### src/rtl/wbc_pkg.sv
// constants, types and state layout of the watchdog and bus control registers
package wbc_pkg;
   // ----------------------------------------------------------------
   // register addresses
   // ----------------------------------------------------------------
   localparam logic [6:0] WBC_ADDR_HW = 7'h02;
   localparam logic [6:0] WBC_ADDR_WD = 7'h03;
   localparam logic [6:0] WBC_ADDR_BUS = 7'h04;
   // ----------------------------------------------------------------
   // field positions
   // ----------------------------------------------------------------
   localparam int WBC_WD_CHECKSUM = 15;
   localparam int WBC_WD_STOP_DEACT = 6;
   localparam int WBC_WD_STYLE = 5;
   localparam int WBC_WD_BUS_WAKE = 4;
   localparam int WBC_WD_PERIOD_LO = 0;
   localparam int WBC_BUS_FLASH = 7;
   localparam int WBC_BUS_LOW_SLOPE = 6;
   localparam int WBC_BUS_TX_TIMEOUT = 5;
   localparam int WBC_BUS_MODE_LO = 3;
   localparam int WBC_HW_STOP_DEACT = 2;
   // ----------------------------------------------------------------
   // writable masks and load values
   // ----------------------------------------------------------------
   localparam logic [15:0] WBC_WD_MASK = 16'h8077;
   localparam logic [15:0] WBC_BUS_MASK = 16'h00f8;
   localparam logic [15:0] WBC_HW_MASK = 16'h0004;
   localparam logic [15:0] WBC_WD_RESET = 16'h0014;
   localparam logic [15:0] WBC_WD_RESTART = 16'h0004;
   localparam logic [15:0] WBC_WD_RESTART_KEEP = 16'h0010;
   localparam logic [15:0] WBC_BUS_RESET = 16'h0000;
   localparam logic [15:0] WBC_BUS_DEV_RESET = 16'h0018;
   localparam logic [15:0] WBC_BUS_RESTART_KEEP = 16'h00c0;
   localparam logic [15:0] WBC_BUS_FAILSAFE_KEEP = 16'h00e0;
   localparam logic [15:0] WBC_BUS_FAILSAFE = 16'h0008;
   localparam logic [15:0] WBC_HW_RESET = 16'h0000;
   localparam logic [13:0] WBC_PERIOD_RESET = 14'd200;
   // ----------------------------------------------------------------
   // serial frame
   // ----------------------------------------------------------------
   localparam logic [4:0] WBC_FRAME_BITS = 5'd24;
   localparam logic [4:0] WBC_ADDR_BITS = 5'd8;
   // ----------------------------------------------------------------
   // types
   // ----------------------------------------------------------------
   typedef enum logic [0:0] {
      WBC_IDLE = 1'b0,
      WBC_SHIFT = 1'b1
   } wbc_frame_t;

   typedef struct packed {
      logic checksum;
      logic stopDeactBit0;
      logic supervisionStyle;
      logic startAfterBusWake;
      logic [2:0] supervisionPeriod;
   } wbc_supervision_style_t;

   typedef struct packed {
      logic slopeOff;
      logic lowSlopeSelect;
      logic transmitTimeoutEnable;
      logic [1:0] linMode;
   } wbc_bus_cfg_t;

   typedef struct packed {
      logic [1:0] csSync;
      logic [1:0] sckSync;
      logic [1:0] mosiSync;
      logic sckPrev;
      wbc_frame_t frame;
      logic [4:0] bitCnt;
      logic [23:0] shIn;
      logic [15:0] shOut;
      logic miso;
      logic [15:0] wd;
      logic [15:0] bus;
      logic [15:0] hw;
      logic porPend;
      logic [13:0] periodMs;
   } wbc_state_t;
endpackage

### src/rtl/wbc_regs.sv
// serial-access watchdog and bus transceiver control registers
`timescale 1ns/1ps

// Overview of operation
// - bit 15 of watchdog control is a stored checksum bit, counted as 0 or 1
// - unused bits of both control registers always read back as zero
// - watchdog bit 6 deactivates watchdog in stop mode; hardware can set it
// - watchdog bit 5 chooses time-out (0) or window (1) supervision
// - watchdog bit 4 enables start with long open window after bus wake
// - watchdog bits 2:0 pick period 10,20,50,100,200,500 ms, 1 s, 10 s
// - power-on or soft reset loads watchdog control with 0x0014
// - restart loads 0x0004 into watchdog control, keeping the bus-wake bit
// - bus bit 7 turns slope control off for rates up to 115 kBaud
// - bus bit 6 selects low-slope mode for 10.4 kBaud
// - bus bit 5 enables transmit-data time-out supervision
// - bus control clears on reset outside development mode; restart keeps slopes, mode by cause
// - fail-safe entry rewrites bus control so transceiver is wake capable
// - in software development mode reset loads transceiver mode normal
// - second stop deactivation bit clears on stop to normal change
// - a write frame shifts out the previously programmed content
module wbc_regs
   import wbc_pkg::*;
(
   input wire logic clk,
   input wire logic sys_rst,
   input wire logic spiCsN,
   input wire logic spiSck,
   input wire logic spiMosi,
   output logic spiMiso,
   output logic spiMisoOe,
   input wire logic softReset,
   input wire logic restartEntry,
   input wire logic failSafeEntry,
   input wire logic swDevMode,
   input wire logic stopToNormal,
   input wire logic hwStopDeactSet,
   input wire logic hwLinModeLoad,
   input wire logic [1:0] hwLinMode,
   input wire logic [1:0] restartLinMode,
   output wbc_supervision_style_t wdCfg,
   output wbc_bus_cfg_t busCfg,
   output logic stopDeactBit1,
   output logic [13:0] periodMs
);

   // ----------------------------------------------------------------
   // helpers
   // ----------------------------------------------------------------
   function automatic logic [13:0] periodOf(input logic [2:0] code);
      logic [13:0] ms;
      ms = 14'h0000;
      case (code)
         3'h0: ms = 14'd10;
         3'h1: ms = 14'd20;
         3'h2: ms = 14'd50;
         3'h3: ms = 14'd100;
         3'h4: ms = 14'd200;
         3'h5: ms = 14'd500;
         3'h6: ms = 14'd1000;
         default: ms = 14'd10000;
      endcase
      return ms;
   endfunction

   function automatic logic [15:0] readBack(input logic [6:0] addr,
                                            input wbc_state_t st);
      logic [15:0] v;
      v = 16'h0000;
      case (addr)
         WBC_ADDR_WD: v = st.wd & WBC_WD_MASK;
         WBC_ADDR_BUS: v = st.bus & WBC_BUS_MASK;
         WBC_ADDR_HW: v = st.hw & WBC_HW_MASK;
         default: v = 16'h0000;
      endcase
      return v;
   endfunction

   // ----------------------------------------------------------------
   // state
   // ----------------------------------------------------------------
   wbc_state_t s;
   wbc_state_t n;
   logic csN;
   logic sck;
   logic din;
   logic rise;
   logic fall;
   logic doWrite;
   logic [6:0] wrAddr;
   logic [15:0] wrData;

   always_comb begin
      n = s;
      doWrite = 1'b0;
      n.csSync = {s.csSync[0], spiCsN};
      n.sckSync = {s.sckSync[0], spiSck};
      n.mosiSync = {s.mosiSync[0], spiMosi};
      csN = s.csSync[1];
      sck = s.sckSync[1];
      din = s.mosiSync[1];
      rise = sck & ~s.sckPrev;
      fall = ~sck & s.sckPrev;
      n.sckPrev = sck;
      wrAddr = s.shIn[22:16];
      wrData = s.shIn[15:0];

      // ----------------------------------------------------------------
      // serial frame
      // ----------------------------------------------------------------
      case (s.frame)
         WBC_IDLE: begin
            if (!csN) begin
               n.frame = WBC_SHIFT;
               n.bitCnt = 5'd0;
               n.shIn = 24'h000000;
               n.shOut = 16'h0000;
               n.miso = 1'b0;
            end
         end
         WBC_SHIFT: begin
            if (csN) begin
               n.frame = WBC_IDLE;
               doWrite = (s.bitCnt == WBC_FRAME_BITS) & s.shIn[23];
            end else begin
               if (rise && s.bitCnt != WBC_FRAME_BITS) begin
                  n.shIn = {s.shIn[22:0], din};
                  n.bitCnt = s.bitCnt + 5'd1;
                  if (s.bitCnt == WBC_ADDR_BITS - 5'd1) begin
                     n.shOut = readBack({s.shIn[5:0], din}, s);
                  end
               end
               if (fall && s.bitCnt >= WBC_ADDR_BITS) begin
                  n.miso = s.shOut[15];
                  n.shOut = {s.shOut[14:0], 1'b0};
               end
            end
         end
         default: n.frame = WBC_IDLE;
      endcase

      // ----------------------------------------------------------------
      // register writes
      // ----------------------------------------------------------------
      if (doWrite) begin
         case (wrAddr)
            WBC_ADDR_WD: n.wd = wrData & WBC_WD_MASK;
            WBC_ADDR_BUS: n.bus = wrData & WBC_BUS_MASK;
            WBC_ADDR_HW: n.hw = wrData & WBC_HW_MASK;
            default: n.hw = s.hw;
         endcase
      end

      // ----------------------------------------------------------------
      // hardware updates, winning over a write in the same cycle
      // ----------------------------------------------------------------
      if (hwStopDeactSet) begin
         n.wd[WBC_WD_STOP_DEACT] = 1'b1;
      end
      if (hwLinModeLoad) begin
         n.bus[WBC_BUS_MODE_LO +: 2] = hwLinMode;
      end
      if (stopToNormal) begin
         n.hw[WBC_HW_STOP_DEACT] = 1'b0;
      end

      // ----------------------------------------------------------------
      // mode entries and resets
      // ----------------------------------------------------------------
      if (failSafeEntry) begin
         n.bus = (s.bus & WBC_BUS_FAILSAFE_KEEP) | WBC_BUS_FAILSAFE;
      end
      if (restartEntry) begin
         n.wd = WBC_WD_RESTART | (s.wd & WBC_WD_RESTART_KEEP);
         n.bus = s.bus & WBC_BUS_RESTART_KEEP;
         n.bus[WBC_BUS_MODE_LO +: 2] = restartLinMode;
         n.hw = WBC_HW_RESET;
      end
      if (softReset || s.porPend) begin
         n.wd = WBC_WD_RESET;
         n.bus = swDevMode ? WBC_BUS_DEV_RESET : WBC_BUS_RESET;
         n.hw = WBC_HW_RESET;
      end
      n.porPend = 1'b0;
      n.periodMs = periodOf(n.wd[WBC_WD_PERIOD_LO +: 3]);
   end

   always_ff @(posedge clk or posedge sys_rst) begin
      if (sys_rst) begin
         s <= '0;
         s.csSync <= 2'h3;
         s.mosiSync <= 2'h0;
         s.frame <= WBC_IDLE;
         s.wd <= WBC_WD_RESET;
         s.bus <= WBC_BUS_RESET;
         s.hw <= WBC_HW_RESET;
         s.porPend <= 1'b1;
         s.periodMs <= WBC_PERIOD_RESET;
      end else begin
         s <= n;
      end
   end

   // ----------------------------------------------------------------
   // outputs
   // ----------------------------------------------------------------
   assign spiMiso = s.miso;
   assign spiMisoOe = (s.frame == WBC_SHIFT);
   assign wdCfg.checksum = s.wd[WBC_WD_CHECKSUM];
   assign wdCfg.stopDeactBit0 = s.wd[WBC_WD_STOP_DEACT];
   assign wdCfg.supervisionStyle = s.wd[WBC_WD_STYLE];
   assign wdCfg.startAfterBusWake = s.wd[WBC_WD_BUS_WAKE];
   assign wdCfg.supervisionPeriod = s.wd[WBC_WD_PERIOD_LO +: 3];
   assign busCfg.slopeOff = s.bus[WBC_BUS_FLASH];
   assign busCfg.lowSlopeSelect = s.bus[WBC_BUS_LOW_SLOPE];
   assign busCfg.transmitTimeoutEnable = s.bus[WBC_BUS_TX_TIMEOUT];
   assign busCfg.linMode = s.bus[WBC_BUS_MODE_LO +: 2];
   assign stopDeactBit1 = s.hw[WBC_HW_STOP_DEACT];
   assign periodMs = s.periodMs;

endmodule

### config.mk
export PLATFORM = sky130hd
export DESIGN_NAME = wbc_regs
export DESIGN_NICKNAME = d
export VERILOG_FILES = /design/src/rtl/wbc_pkg.sv /design/src/rtl/wbc_regs.sv
export SDC_FILE = /design/constraint.sdc
export NUM_CORES = 1
export LEC_CHECK = 0
export ABC_AREA = 1
export BUFFER_PORTS_ARGS = -buffer_cell sky130_fd_sc_hd__buf_2
export CAP_MARGIN = 10
export CELL_PAD_IN_SITES_DETAIL_PLACEMENT = 1
export CELL_PAD_IN_SITES_GLOBAL_PLACEMENT = 2
export CORE_ASPECT_RATIO = 0.9
export CORE_MARGIN = 1
export CORE_UTILIZATION = 36
export DETAILED_ROUTE_END_ITERATION = 8
export PLACE_DENSITY = 0.86
export SYNTH_ARGS = -nofsm -noshare
export SYNTH_HDL_FRONTEND = slang
export SYNTH_SLANG_ARGS = --single-unit
### constraint.sdc
create_clock -name clk -period 2.6 [get_ports clk]
set_input_delay 0.26 -clock clk [delete_from_list [all_inputs] [get_ports clk]]
set_output_delay 0.26 -clock clk [all_outputs]
set_load 0.01 [all_outputs]
==> key figures <==
Drt
  – Drt wl/cell: about 15 um
  – Routed Antenna Nets: 0
  – Vias: 2823
  – Via density per instance: 4.95
  – DRC viols: 0
  – DRT Wirelength: 8.68 mm
  – 1st-iter DRT viols: 96
  – Pre-antenna DRT Iters: 4

Critical path
  – Worst Path Max Fanout: 22
  – WP data required: 2.87 ns
  – Crit path capture type: register
  – Critical path cell sequence: or2_1 -> nand3_1 -> nand2_1 -> nand2_1 -> nand2_2 -> o21ai_0 -> nor2_1 -> nor2_1
  – Crit start category: register
  – CP max-delay cell: dfrtp_1
  – Worst path arrival time: 2.20 ns
  – WS Path Type: register to register
  – Worst path max stage delay: 0.44 ns

STA
  – Final worst path period share: between 70% and 80%
  – Fin crit period: 1.93 ns
  – Final hold slack: 0.0228 ns
  – RSZ-0062 raised after global routing: no
  – Worst slew margin: just under 50%
  – Clock Skew: 0.0100 ns
  – Worst-Margin Slew: approximately 0.76 ns
  – Fin worst setup slack: 0.667 ns
  – # setup viols final: 0
  – Slew Limit Fails: 0
  – Setup TNS: 0 ns
  – Final hold vios: 0
  – Max frequency: 517 MHz

Die
  – Chip height: 98.9 um
  – Die area: 0.0108 sq mm
  – Row count: 34
  – Core Region: 0.00991 sq mm
  – Initial core utilization: 37.9%
  – Io pins: 45
  – Die W: about 110 um

CTS
  – Root Driver: clkbuf_16
  – Clock Latency Late Sink: approximately 0.33 ns
  – CTS tree: done
  – Reg clk slew, reported paths: 0.06 ns
  – Setup Buffers After CTS: 0
  – Max Root-Sink Buffers: 2
  – TritonCTS Buffers: 9
  – Post-CTS sizing: 0
  – CTS HTree Levels: 3
  – Post-CTS Hold Fix Bufs: 0
  – Clock Sinks: 78

Min path
  – Hold Path Class: primary input to register

Finish
  – Fin cells: 570
  – Fin area: about 0.0042 sq mm
  – Layout Nets: 457
  – Ratio of cells with drive above 1 in the final layout: between 20% and 30%
  – Fill cells: 1162
  – Final core occ: 42.4%
  – Layout area overhead: 11.9%
  – N_diodes: 0

Power
  – Maximum VDD drop: 0.306 mV
  – Pleak: 2.03 nW
  – P per Cell Area: 637 mW/mm^2
  – Design Power: 2.67 mW

Synth
  – Async SR Flop Fraction: 100%
  – Ys flop type: dfrtp_1
  – Register area share after synthesis: 52.3%
  – Most common cell in the netlist: dfrtp_1
  – Post-synth EDFFs: 0
  – Ys Warns: 0
  – Synth area leaders: dfrtp_1 (47%), inv_1 (6.1%), dfstp_2 (5.6%), buf_4 (5.4%), nand2_1 (5.3%)
  – Synth Area per Inst: approximately 9 sq um
  – Synth area leader: dfrtp_1
  – Post-synthesis register bit count: 78
  – Cell variety after synth: 34
  – Top-area cell type share of the netlist area: 46.7%
  – Post-synthesis instance area: 0.00375 sq mm
  – List of most frequent post-synthesis cells: dfrtp_1 (70), inv_1 (61), nand2_1 (53)
  – Synth Instances: 415

Placed design
  – Post-Place Cells: 554
  – Pre-CTS setup slack: 0.653 ns
  – Dpl cell area: 0.00392 sq mm
  – DP HPWL: 6.38 mm
  – Port bufs: 41
  – Global placer's final weighted congestion: ~0.8

Global route
  – Gr ovfl total: 0
  – Largest net degree at the start of global routing: 43
  – First-pass GRT wire length: between 10 and 15 mm
  – Total GRT Usage: 17.6%
  – Antenna violations before repair: 0
  – Vias in the first global route: 2893

Run
  – Max_cap viols: 0

Status
  – Status: finished, final reports clean
## state kept, by name, summed over array words and instances, names as in the netlist
| register | cells |
|---|---|
| busCfg | 5 |
| csN | 1 |
| din | 1 |
| n | 4 |
| periodMs | 10 |
| s | 47 |
| spiMiso | 1 |
| spiMisoOe | 1 |
| stopDeactBit1 | 1 |
| wdCfg | 7 |
## power by group
part	total, mW	switching [mW]	internal (mW)
clock	1.19	0.527	0.658
sequential	1.29	0.0344	1.26
combinational	0.198	0.136	0.0614
total	2.67	0.698	1.98
## cell families (layout without fill, tap and decap cells)
family	count (synthesis)	count (layout)	synth area share (%)
other	1	4	0.0999
AOI/OAI and AO/OA	69	69	10.9
buffers and inverters	97	123	13.0
DFF	78	78	52.3
adders and majority gates	2	2	0.667
xor gates and xnor gates	2	2	0.467
and+or+nand+nor	166	166	22.6
## metal layers
metal  vias up  share of wire (%)  GRT usage (%)  wire length [um]
li1       1370                  -              -                 -
met4         0                1.2           5.33               102
met2        50                 48           27.5              4130
met1      1394                 48           24.4              4200
met3         9                2.8           3.57               243
met5         -                  0              0                 0
## worst max-delay path, delay by kind of cell, from the launching register on
family,cells,cell delay [ns]
AOI/OAI and AO/OA,1,0.18
DFF,1,0.44
and+or+nand+nor,7,1.26
## cell usage in the layout (no fill, tap or decap), types with 2 or more instances in the layout
| cell type | netlist | layout |
|---|---|---|
| xor2_1 | 2 | 2 |
| nor3_1 | 6 | 6 |
| or2_1 | 3 | 3 |
| nor2_1 | 37 | 37 |
| nor2_2 | 5 | 5 |
| a21oi_1 | 9 | 9 |
| nand2_4 | 4 | 4 |
| nor2_4 | 6 | 6 |
| o22ai_1 | 23 | 23 |
| ha_1 | 2 | 2 |
| dfrtp_1 | 70 | 70 |
| nand3_1 | 35 | 35 |
| nand4_1 | 5 | 5 |
| buf_4 | 27 | 3 |
| a31oi_1 | 3 | 3 |
| inv_1 | 61 | 60 |
| clkinv_2 | 0 | 2 |
| nand2_2 | 6 | 6 |
| nand3_2 | 3 | 3 |
| a211oi_1 | 2 | 2 |
| a22oi_1 | 3 | 3 |
| clkinvlp_4 | 0 | 2 |
| clkbuf_16 | 0 | 9 |
| conb_1 | 1 | 4 |
| dfstp_2 | 8 | 8 |
| clkinv_4 | 0 | 2 |
| o31ai_1 | 3 | 3 |
| buf_2 | 6 | 41 |
| o21ai_0 | 23 | 23 |
| nand2_1 | 53 | 53 |
## layout make-up
type	instances	area [sq um]	area share [%]
inverter	62	234	5.57
multi-input combinational	243	1320	31.3
timing repair buffer	45	248	5.90
sequential	78	1960	46.7
clock buffer	9	225	5.36
clock inverter	7	57.6	1.37
tap	126	158	3.75
## final timing paths
kind / startpoint / end / slack, ns / cells past startpoint
min reg2reg: n[114]$_DFF_PP0_ / n[110]$_DFF_PP0_ / 0.36 / 0
min in group asynchronous: sys_rst / s[105]$_DFFE_PP0P_ / 0.04 / 2
min: spiCsN / n[116]$_DFF_PP1_ / 0.02 / 1
max in group asynchronous: sys_rst / wdCfg[3]$_DFFE_PP1P_ / 1.86 / 3
max reg2reg: s[107]$_DFFE_PP0P_ / s[66]$_DFFE_PP0P_ / 0.67 / 8
max: s[107]$_DFFE_PP0P_ / s[66]$_DFFE_PP0P_ / 0.67 / 8
Note: power is estimated with default switching activity, not from simulation.
